==> config.mk <==
export PLATFORM = sky130hd
export DESIGN_NAME = xcv_ctrl
export DESIGN_NICKNAME = d
export VERILOG_FILES = /design/src/shared/xcv_pkg.sv /design/src/hdl/xcv_ctrl.sv /design/src/hdl/xcv_timer.sv
export VERILOG_INCLUDE_DIRS = /design/src /design/src/shared
export SDC_FILE = /design/constraint.sdc
export NUM_CORES = 1
export LEC_CHECK = 0
export ABC_AREA = 1
export BUFFER_PORTS_ARGS = -buffer_cell sky130_fd_sc_hd__buf_4
export CAP_MARGIN = 15
export CORE_MARGIN = 5
export CORE_UTILIZATION = 45
export DETAILED_ROUTE_END_ITERATION = 8
export MAX_ROUTING_LAYER = met4
export PLACE_DENSITY = 0.67
export SLEW_MARGIN = 20
export SYNTH_ARGS = -nofsm -noshare
export SYNTH_HDL_FRONTEND = slang
export SYNTH_SLANG_ARGS = --single-unit
export TNS_END_PERCENT = 5
==> constraint.sdc <==
create_clock -name i_core_clk -period 1.75 [get_ports i_core_clk]
set_input_delay 0.0875 -clock i_core_clk [delete_from_list [all_inputs] [get_ports i_core_clk]]
set_output_delay 0.0875 -clock i_core_clk [all_outputs]
set_load 0.02 [all_outputs]
==> src/shared/xcv_params.svh <==
`ifndef XCV_PARAMS_SVH
`define XCV_PARAMS_SVH
// Operation
// - Rising transmit-off drops optical output within 10 us.
// - Falling transmit-off restores modulated output within 1 ms.
// - Initialization finishes within 300 ms of power-on or fault clear; the init timer here runs the full 300 ms plus one cycle.
// - A laser fault raises the fault flag within 100 us.
// - Signal loss raises the loss flag within 100 us.
// - Signal return drops the loss flag within 100 us.
// - Bandwidth follows the rate select input within 10 us.

// ----------------------------------------------------------------------
// Clock and times
// ----------------------------------------------------------------------
`define XCV_CLK_NS        25
`define XCV_T_OFF_NS      10000
`define XCV_T_ON_NS       1000000
`define XCV_T_INIT_MS     300
`define XCV_T_FAULT_NS    100000
`define XCV_T_RESET_NS    10000
`define XCV_T_LOSS_NS     100000
`define XCV_T_RATESEL_NS  10000
`define XCV_LOS_FILT_NS   1000
// Longest times round down, least times round up
`define XCV_T_OFF_CYC     (`XCV_T_OFF_NS / `XCV_CLK_NS)
`define XCV_T_ON_CYC      (`XCV_T_ON_NS / `XCV_CLK_NS)
`define XCV_T_INIT_CYC    (`XCV_T_INIT_MS * 1000000 / `XCV_CLK_NS)
`define XCV_T_FAULT_CYC   (`XCV_T_FAULT_NS / `XCV_CLK_NS)
`define XCV_T_RESET_CYC   ((`XCV_T_RESET_NS + `XCV_CLK_NS - 1) / `XCV_CLK_NS)
`define XCV_T_LOSS_CYC    (`XCV_T_LOSS_NS / `XCV_CLK_NS)
`define XCV_LOS_FILT_CYC  ((`XCV_LOS_FILT_NS + `XCV_CLK_NS - 1) / `XCV_CLK_NS)
`define XCV_SID_MAX_KHZ   100
`define XCV_SID_HALF_CYC  ((1000000 / `XCV_SID_MAX_KHZ + 2 * `XCV_CLK_NS - 1) / (2 * `XCV_CLK_NS))

// ----------------------------------------------------------------------
// Register map
// ----------------------------------------------------------------------
`define XCV_ADDR_W        8
`define XCV_DATA_W        32
`define XCV_REG_CTRL      8'h00
`define XCV_REG_STATUS    8'h04
`define XCV_REG_IRQ_STAT  8'h08
`define XCV_REG_IRQ_MASK  8'h0C
`define XCV_CTRL_SOFT_OFF 0
`define XCV_ST_FAULT      0
`define XCV_ST_LOS        1
`define XCV_ST_LASER      2
`define XCV_ST_INIT       3
`define XCV_ST_BW         4
`define XCV_EV_W          4
`define XCV_EV_FAULT      0
`define XCV_EV_LOS_ON     1
`define XCV_EV_LOS_OFF    2
`define XCV_EV_INIT_DONE  3
`define XCV_CTRL_RST      1'h0
`define XCV_MASK_RST      4'h0
`endif

==> src/shared/xcv_pkg.sv <==
package xcv_pkg;
  typedef enum logic [1:0] {
    XCV_INIT  = 2'b00,
    XCV_RUN   = 2'b01,
    XCV_FAULT = 2'b10
  } xcv_state_t;

  // Pin-level inputs, sampled together through one synchroniser
  typedef struct packed {
    logic tx_off;
    logic rate_sel;
    logic fault_det;
    logic los_det;
  } xcv_pins_t;

  typedef struct packed {
    logic [7:0]  addr;
    logic [31:0] wdata;
    logic        wr;
    logic        rd;
  } xcv_bus_t;
endpackage
==> src/hdl/xcv_ctrl.sv <==
// Added by the designer: the register offsets and the plain strobed port.
`include "xcv_params.svh"

module xcv_ctrl import xcv_pkg::*; #(
  parameter int P_INIT_CYC = `XCV_T_INIT_CYC
) (
  input  wire logic                   i_core_clk,
  input  wire logic                   i_arst_n,
  input  wire logic                   i_tx_off,
  input  wire logic                   i_rate_sel,
  input  wire logic                   i_fault_det,
  input  wire logic                   i_los_det,
  input  wire logic [`XCV_ADDR_W-1:0] i_addr,
  input  wire logic [`XCV_DATA_W-1:0] i_wdata,
  input  wire logic                   i_wr,
  input  wire logic                   i_rd,
  output logic [`XCV_DATA_W-1:0]      o_rd_data,
  output logic                        o_laser_en,
  output logic                        o_tx_fault,
  output logic                        o_rx_los,
  output logic                        o_rx_bw_sel,
  output logic                        o_init_busy,
  output logic                        o_irq
);
  // ----------------------------------------------------------------------
  // Pin synchroniser
  // ----------------------------------------------------------------------
  xcv_pins_t pins_raw;
  xcv_pins_t pins_m;
  xcv_pins_t pins_q;
  xcv_bus_t  bus;

  assign pins_raw = '{tx_off: i_tx_off, rate_sel: i_rate_sel,
                      fault_det: i_fault_det, los_det: i_los_det};
  assign bus      = '{addr: i_addr, wdata: i_wdata, wr: i_wr, rd: i_rd};

  always_ff @(posedge i_core_clk or negedge i_arst_n) begin
    if (!i_arst_n) begin
      pins_m <= '0;
      pins_q <= '0;
    end else begin
      pins_m <= pins_raw;
      pins_q <= pins_m;
    end
  end

  logic tx_off_q;
  logic tx_off_d;
  logic fault_q;
  logic los_q;
  logic rate_q;

  assign tx_off_q = pins_q.tx_off;
  assign fault_q  = pins_q.fault_det;
  assign los_q    = pins_q.los_det;
  assign rate_q   = pins_q.rate_sel;

  always_ff @(posedge i_core_clk or negedge i_arst_n) begin
    if (!i_arst_n) begin
      tx_off_d <= 1'b0;
    end else begin
      tx_off_d <= tx_off_q;
    end
  end

  // ----------------------------------------------------------------------
  // Interval timers
  // ----------------------------------------------------------------------
  xcv_state_t state;
  xcv_state_t next_state;
  logic       hold_hit;
  logic       hold_ok;
  logic       init_hit;
  logic       los_hit;
  logic       soft_off;

  // Limit is one short: the set lands an edge later, so exactly 10 us qualifies
  xcv_timer #(.WIDTH(16)) u_hold (
    .i_core_clk (i_core_clk),
    .i_arst_n   (i_arst_n),
    .i_run      (tx_off_q && (state == XCV_FAULT)),
    .i_limit    (16'(`XCV_T_RESET_CYC - 1)),
    .o_hit      (hold_hit)
  );

  xcv_timer #(.WIDTH(24)) u_init (
    .i_core_clk (i_core_clk),
    .i_arst_n   (i_arst_n),
    .i_run      (state == XCV_INIT),
    .i_limit    (24'(P_INIT_CYC)),
    .o_hit      (init_hit)
  );

  // Loss detector glitch filter; far below the loss response bound
  xcv_timer #(.WIDTH(16)) u_los (
    .i_core_clk (i_core_clk),
    .i_arst_n   (i_arst_n),
    .i_run      (los_q != o_rx_los),
    .i_limit    (16'(`XCV_LOS_FILT_CYC)),
    .o_hit      (los_hit)
  );

  // ----------------------------------------------------------------------
  // Sequencer
  // ----------------------------------------------------------------------
  always_comb begin
    next_state = state;
    case (state)
      XCV_INIT: begin
        if (fault_q) begin
          next_state = XCV_FAULT;
        end else if (init_hit) begin
          next_state = XCV_RUN;
        end
      end
      XCV_RUN: begin
        if (fault_q) begin
          next_state = XCV_FAULT;
        end
      end
      XCV_FAULT: begin
        // Only a qualified pulse clears; its release restarts init
        if (hold_ok && !tx_off_q && !fault_q) begin
          next_state = XCV_INIT;
        end
      end
      default: begin
        next_state = XCV_INIT;
      end
    endcase
  end

  always_ff @(posedge i_core_clk or negedge i_arst_n) begin
    if (!i_arst_n) begin
      state <= XCV_INIT;
    end else begin
      state <= next_state;
    end
  end

  always_ff @(posedge i_core_clk or negedge i_arst_n) begin
    if (!i_arst_n) begin
      hold_ok <= 1'b0;
    end else if (state != XCV_FAULT) begin
      hold_ok <= 1'b0;
    end else if (hold_hit) begin
      hold_ok <= 1'b1;
    end else if (!tx_off_q) begin
      hold_ok <= 1'b0;
    end
  end

  // ----------------------------------------------------------------------
  // Pin outputs
  // ----------------------------------------------------------------------
  // Laser drive is gated by the synced request directly, a few cycles only
  always_ff @(posedge i_core_clk or negedge i_arst_n) begin
    if (!i_arst_n) begin
      o_laser_en <= 1'b0;
    end else begin
      o_laser_en <= (next_state == XCV_RUN) && !tx_off_q && !soft_off;
    end
  end

  always_ff @(posedge i_core_clk or negedge i_arst_n) begin
    if (!i_arst_n) begin
      o_tx_fault <= 1'b0;
    end else begin
      o_tx_fault <= (next_state == XCV_FAULT);
    end
  end

  always_ff @(posedge i_core_clk or negedge i_arst_n) begin
    if (!i_arst_n) begin
      o_rx_los <= 1'b0;
    end else if (los_hit) begin
      o_rx_los <= los_q;
    end
  end

  always_ff @(posedge i_core_clk or negedge i_arst_n) begin
    if (!i_arst_n) begin
      o_rx_bw_sel <= 1'b0;
    end else begin
      o_rx_bw_sel <= rate_q;
    end
  end

  always_ff @(posedge i_core_clk or negedge i_arst_n) begin
    if (!i_arst_n) begin
      o_init_busy <= 1'b1;
    end else begin
      o_init_busy <= (next_state == XCV_INIT);
    end
  end

  // ----------------------------------------------------------------------
  // Events and interrupt
  // ----------------------------------------------------------------------
  logic [`XCV_EV_W-1:0] events;
  logic [`XCV_EV_W-1:0] irq_stat;
  logic [`XCV_EV_W-1:0] irq_mask;
  logic [`XCV_EV_W-1:0] w1c;

  always_comb begin
    events                     = '0;
    events[`XCV_EV_FAULT]      = (state != XCV_FAULT) && (next_state == XCV_FAULT);
    events[`XCV_EV_LOS_ON]     = los_hit && los_q;
    events[`XCV_EV_LOS_OFF]    = los_hit && !los_q;
    events[`XCV_EV_INIT_DONE]  = (state == XCV_INIT) && (next_state == XCV_RUN);
  end

  assign w1c = (bus.wr && (bus.addr == `XCV_REG_IRQ_STAT)) ?
               bus.wdata[`XCV_EV_W-1:0] : '0;

  // A new event wins over a simultaneous clear
  always_ff @(posedge i_core_clk or negedge i_arst_n) begin
    if (!i_arst_n) begin
      irq_stat <= '0;
    end else begin
      irq_stat <= (irq_stat & ~w1c) | events;
    end
  end

  always_ff @(posedge i_core_clk or negedge i_arst_n) begin
    if (!i_arst_n) begin
      o_irq <= 1'b0;
    end else begin
      o_irq <= |(((irq_stat & ~w1c) | events) & irq_mask);
    end
  end

  // ----------------------------------------------------------------------
  // Register port
  // ----------------------------------------------------------------------
  always_ff @(posedge i_core_clk or negedge i_arst_n) begin
    if (!i_arst_n) begin
      soft_off <= `XCV_CTRL_RST;
      irq_mask <= `XCV_MASK_RST;
    end else if (bus.wr) begin
      if (bus.addr == `XCV_REG_CTRL) begin
        soft_off <= bus.wdata[`XCV_CTRL_SOFT_OFF];
      end
      if (bus.addr == `XCV_REG_IRQ_MASK) begin
        irq_mask <= bus.wdata[`XCV_EV_W-1:0];
      end
    end
  end

  always_ff @(posedge i_core_clk or negedge i_arst_n) begin
    if (!i_arst_n) begin
      o_rd_data <= '0;
    end else if (bus.rd) begin
      o_rd_data <= '0;
      case (bus.addr)
        `XCV_REG_CTRL: begin
          o_rd_data[`XCV_CTRL_SOFT_OFF] <= soft_off;
        end
        `XCV_REG_STATUS: begin
          o_rd_data[`XCV_ST_FAULT] <= o_tx_fault;
          o_rd_data[`XCV_ST_LOS]   <= o_rx_los;
          o_rd_data[`XCV_ST_LASER] <= o_laser_en;
          o_rd_data[`XCV_ST_INIT]  <= o_init_busy;
          o_rd_data[`XCV_ST_BW]    <= o_rx_bw_sel;
        end
        `XCV_REG_IRQ_STAT: begin
          o_rd_data[`XCV_EV_W-1:0] <= irq_stat;
        end
        `XCV_REG_IRQ_MASK: begin
          o_rd_data[`XCV_EV_W-1:0] <= irq_mask;
        end
        default: begin
          o_rd_data <= '0;
        end
      endcase
    end else begin
      o_rd_data <= '0;
    end
  end
endmodule // xcv_ctrl

==> src/hdl/xcv_timer.sv <==
// Interval counter: counts while running, reports reaching the limit,
// restarts whenever run drops.
module xcv_timer #(
  parameter int WIDTH = 16
) (
  input  wire logic             i_core_clk,
  input  wire logic             i_arst_n,
  input  wire logic             i_run,
  input  wire logic [WIDTH-1:0] i_limit,
  output logic                  o_hit
);
  logic [WIDTH-1:0] count;

  always_ff @(posedge i_core_clk or negedge i_arst_n) begin
    if (!i_arst_n) begin
      count <= '0;
    end else if (!i_run) begin
      count <= '0;
    end else if (count < i_limit) begin
      count <= count + WIDTH'(1);
    end
  end

  assign o_hit = i_run && (count >= i_limit);
endmodule // xcv_timer

# [After elaboration in Yosys (flattened, before gate mapping)]
# Index checks and enable logic that the tools add are counted.
# W data, S select, Z words.
[word_totals] elab_cells=91 input_bits=48 regBits=114 out_inout_bits=38
[classes] n_bitwise=4 add_sub_neg=3 n_mux=19 n_eq_ne=13 order_cmp=6 reduce_logical=23
[ops] op="$mux W16" count=4
[ops] op="$mux W24" count=2
[ops] op="$add A16 B1 Y16 const B" count=2
[ops] op="$add A24 B1 Y24 const B" count=1
[ops] op="$ge A24 B24 Y1 const B" count=1
[ops] op="$lt A24 B24 Y1 const B" count=1
[ops] op="$eq A8 B4 Y1 const B" count=2
[ops] op="$ge A16 B6 Y1 const B" count=1
[ops] op="$ge A16 B9 Y1 const B" count=1
[ops] op="$lt A16 B6 Y1 const B" count=1
[ops] op="$lt A16 B9 Y1 const B" count=1
[ops] op="$logic_and A1 B1 Y1" count=13
[ops] op="$pmux W3 S3" count=1
[ops] op="$and A4 B4 Y4" count=2
[ops] op="$eq A8 B3 Y1 const B" count=1
[ops] op="$logic_not A8 Y1" count=1
[ops] op="$mux W2" count=4
[ops] op="$ne A2 B2 Y1 const B" count=4
[ops] op="$pmux W2 S3" count=1
[ops] op="$mux W5" count=1
[ops] op="$eq A2 B1 Y1 const B" count=2
[ops] op="$eq A2 B2 Y1 const B" count=2
[ops] op="$logic_not A1 Y1" count=4
[ops] op="$logic_not A2 Y1" count=2
[ops] op="9 further kinds" count=13

# [Logic depth before layout (Yosys ltp)]
[depth] depth_word=10 ltp_mapped=11 mapped_depth_nobuf=11

# [Modules after synthesis]
# Synthesis repeated with hierarchy kept, for this count alone.
[unflattened] hier_cells=991 area_unflattened_um2=7108.1
[modules_own_cells] mod="xcv_timer at u_hold ..." area_per_inst_um2=1609.0 seq_area_each_um2=400.4 cells_per_inst=238 n_inst=2
[modules_own_cells] mod="xcv_timer at u_init" area_per_inst_um2=2431.1 seq_area_each_um2=600.6 cells_per_inst=351 n_inst=1
[modules_own_cells] mod="xcv_ctrl" area_per_inst_um2=1458.9 seq_area_each_um2=777.0 cells_per_inst=164 n_inst=1

# [Worst setup path before layout]
# No wires, ideal clock.
[synth_path] kind="reg-to-reg" from="register u_hold.count[0]" to="register u_hold.count[6]" stages_incl_launch_ff=10 t_arrival_ns=1.346 path_slack_ns=0.328 cell_sequence="dfrtp_1 > ha_1 > nand2_1 > nor2_1 > o211ai_1 > nand2_2 > nand2_2 > buf_6 > nand2_1 > o21ai_1"
[synth_via] elab_chain_len=3
[synth_rtl] element="from (decl)" line="xcv_timer.sv:12" rtl="logic [WIDTH-1:0] count;"
[synth_rtl] element="from (signal assigned)" line="xcv_timer.sv:20" rtl="count <= count + WIDTH'(1);"
[synth_rtl] element="$add A16 B1 Y16" line="xcv_timer.sv:20"
[synth_rtl] element="$mux W16" line="xcv_timer.sv:19" rtl="end else if (count < i_limit) begin"
[synth_rtl] element="$mux W16" line="xcv_timer.sv:17" rtl="end else if (!i_run) begin"
# Several ways; a longest one is shown, not always the timed one. The select of a mux whose other input is x is not followed.
# A chain may end at the register's enable or synchronous reset.

# [Worst setup path after layout]
[layout_path] from="register u_init.count[22]" to="register u_init.count[8]"
[layout_via] elab_chain_len=2
[layout_rtl] element="from (decl)" line="xcv_timer.sv:12"
[layout_rtl] element="from (signal assigned)" line="xcv_timer.sv:20"
[layout_rtl] element="$lt A24 B24 Y1" line="xcv_timer.sv:19"
[layout_rtl] element="$ne A2 B2 Y1 (no line)"
# Every way passes these cells.

==> run_results.csv <==
group,metric,value,unit
outcome,outcome,"finished clean",
logic_synthesis,synth.distinct_cells,39,
pwr,cell_internal_pwr,2.80,mW
logic_synthesis,netlist_area,4570,sq um
critical_path,crit_type,"reg -> reg",
cts,clockBufferDepth,2,
routing,wl_per_cell,12.1,microns
critical_path,slowest_delay,0.45,ns
cells_and_area,layout_common_cells,"nand2_1, dfrtp_1, nor2_1",
pwr,p_comb_share,6.5,%
grt,grt_max_degree,55,
place,dpl-instance-area,4880,sq um
cts,clkSinkCount,87,
sta,slew_viol_final,0,
cts,cts.reportedPaths.clkPinSlew,0.08,ns
routing,vias_per_cell,4.74,
sta,setup_violations,0,
routing,drt_iter0_markers,164,
logic_synthesis,ys_seq_area_share,47.6,%
cts,clock_latency,0.36,ns
routing,routed_wl,9110,microns
cts,clockRootBuffer,"clkbuf_8",
sta,fmax,623,MHz
place,gp_congestion,0.930,
logic_synthesis,synth_edf_count,0,
cells_and_area,final.fill_count,930,
critical_path,r2r_slack,0.15,ns
routing,antenna_left,0,
cells_and_area,final_common_cell,"nand2_1",
sta,hold_viol,0,
grt,gr-total-overflow,0,
logic_synthesis,synthCells,560,
routing,vias,3564,
critical_path,path_buf_inv,1,
pwr,clkPwrFrac,37.8,%
pwr,pwr-share-seq,55.7,%
cells_and_area,finalInstanceArea,5200,sq um
critical_path,cp_cell_sequence,"nor2_2 -> nand2_2 -> nor2_2 -> nand2_2 -> nand2_4 -> nand2_4 -> inv_1 -> nand2_1 -> o31ai_1",
logic_synthesis,async_reset_ff_share,100,%
sta,rsz0062_at_grt,"no",
routing,first_pass_iters,4,
grt,antenna_found_initial,0,
cts,post_cts_buffers,0,
die,fp.dieH,111,microns
die,ios,86,
cells_and_area,final_nets,667,
place,hpwl,6740,microns
die,rows,36,
die,start_util,46.4,%
place,pre_cts_ws,0.0815,ns
pwr,power_switching,0.915,mW
critical_path,worstSetupEndpointType,"register",
grt,grt_pass1_vias,3427,
pwr,switching_share,24.7,%
cts,htree_levels,3,
sta,layout_setup_ws,0.146,ns
pwr,power_leakage,2.51,nW
critical_path,slowest_stage,"dfrtp_1",
sta,fin_setup_tns,0,ns
die,dieWidth,111,microns
job,drv_cap,0,
cells_and_area,num_antenna_cells,0,
cts,cts_made_buffers,9,
pwr,power,3.71,mW
logic_synthesis,ys.flop_type,"dfrtp_1",
logic_synthesis,synth-seq-cells,87,
critical_path,arrival,1.87,ns
cells_and_area,syn_to_final_growth,13.6,%
sta,period_needed,1.60,ns
critical_path,startpoint_type,"register",
min_path,hold_path_class,"in -> reg",
grt,grt_pass1_wl,15600,microns
pwr,pwr_density_cell,715,nW/um^2
logic_synthesis,synth_area_per_cell,8.17,sq um
sta,skew,0.00958,ns
logic_synthesis,synth_warnings,0,
die,dieArea,12300,sq um
cts,cts_tree,"built",
grt,track_usage,15.8,%
pwr,peakVddDrop,0.396,mV
place,portBuffers,30,
critical_path,cpLargestDelayFamily,"simple AND/OR/NAND/NOR gates",
die,core_region_area,9860,sq um
cells_and_area,drive_above_1_share,15.7,%
critical_path,cp_data_required_time,2.02,ns
critical_path,crit_fanout,11,
routing,drcViolationCount,0,
sta,fin_crit_sh,91.7,%
[power groups by stage]
stage,Combinational [mW],Sequential (mW),Clock [mW]
6_report,0.241,2.07,1.41
5_1_grt,0.271,2.07,1.54
4_1_cts,0.243,2.07,1.45
3_5_place_dp,0.224,2.11,0
3_3_place_gp,0.219,2.10,0
2_1_floorplan,0.156,2.11,0
[state kept, by name, indices dropped and copies added (netlist names), 2 cells and up]
name and flops:
state 2, irq_mask 4, u_los.count 16, o_rd_data 5, u_hold.count 16, pins_m 4, u_init.count 24, irq_stat 4
[routing by layer]
metal,track usage (%),share of wire [%],vias up
li1,-,-,1812
met1,17.9,43,1670
met2,27.5,51,76
met3,4.69,5.3,6
met4,3.61,0.97,0
met5,-,0,-
[repair_timing]
item | CTS | global route
hold endpoints to repair | 46 | 0
setup endpoints to repair | 0 | 8
hold buffers | 10 | 0
gates resized for setup | 0 | 4
[layout make-up]
| cell class | instances | area [sq um] | share of cell area [%] |
|---|---|---|---|
| repair buffers | 51 | 424 | 8.16 |
| inverters | 74 | 279 | 5.37 |
| flip-flops and latches | 87 | 2180 | 41.9 |
| well taps | 133 | 166 | 3.20 |
| multi-input cells | 391 | 1950 | 37.6 |
| clock buffers | 10 | 128 | 2.46 |
| clock inverters | 6 | 68.8 | 1.32 |
[Yosys cell counts (2+ instances only)]
cell type | instances | area [sq um]
a21oi_1 | 7 | 35.0
o21ai_2 | 3 | 26.3
buf_4 | 28 | 210
nor2_1 | 74 | 278
nor2_4 | 2 | 22.5
nand4_1 | 16 | 100
nand3_1 | 42 | 210
xnor2_1 | 2 | 17.5
inv_2 | 6 | 22.5
o31ai_1 | 3 | 22.5
nor3_1 | 8 | 40.0
buf_6 | 3 | 33.8
buf_2 | 2 | 10.0
nand2_2 | 10 | 62.6
o21ai_1 | 4 | 20.0
nor2_2 | 4 | 25.0
nand2_1 | 134 | 503
ha_1 | 5 | 62.6
inv_1 | 66 | 248
o21ai_0 | 16 | 80.1
dfrtp_1 | 86 | 2150
nand2_4 | 2 | 22.5
mux2_2 | 3 | 33.8
o211ai_1 | 2 | 15.0
nor3_2 | 3 | 30.0
xor2_1 | 15 | 131
o21a_1 | 2 | 15.0
[path summary, 6_finish.rpt]
check,start,end,depth (start not counted)
worst max register to register,u_init.count[22]$_DFFE_PN0P_,u_init.count[8]$_DFFE_PN0P_,9
min in group asynchronous,i_arst_n,u_los.count[3]$_DFFE_PN0P_,2
max in group asynchronous,i_arst_n,u_init.count[22]$_DFFE_PN0P_,3
worst min-delay path,i_wr,soft_off$_DFFE_PN0P_,3
worst max-delay path,u_init.count[22]$_DFFE_PN0P_,u_init.count[8]$_DFFE_PN0P_,9
worst min register to register,rate_q$_DFF_PN0_,o_rx_bw_sel$_DFF_PN0_,0
[through the flow]
stage | util [%] | std cells | hold slack (ns)
after floorplan | - | 586 | -0.208
after global placement | 49.5 | 726 | 0.0639
after detailed placement | 49.5 | 726 | 0.0657
after CTS | 52.5 | 752 | 0.0420
after global routing | 52.7 | 752 | 0.0721
final | 52.7 | 752 | 0.0630
[worst reg2reg max path: cells and delay by family, from the launching register on]
family / cells / cell delay, ns
simple gates: 7 / 0.71
flops: 1 / 0.45
buf+inv: 1 / 0.27
compound gates: 1 / 0.08
[cell families after synthesis]
family | synth area share [%]
adder cells (fa/ha/maj) | 1.37
XOR/XNOR | 3.61
multiplexers | 0.739
other | 0.0820
buffers and inverters | 12.1
AO/OA/AOI/OAI | 5.03
AND/OR/NAND/NOR | 29.4
flip-flops | 47.6
(Power assumes the default switching activity.)
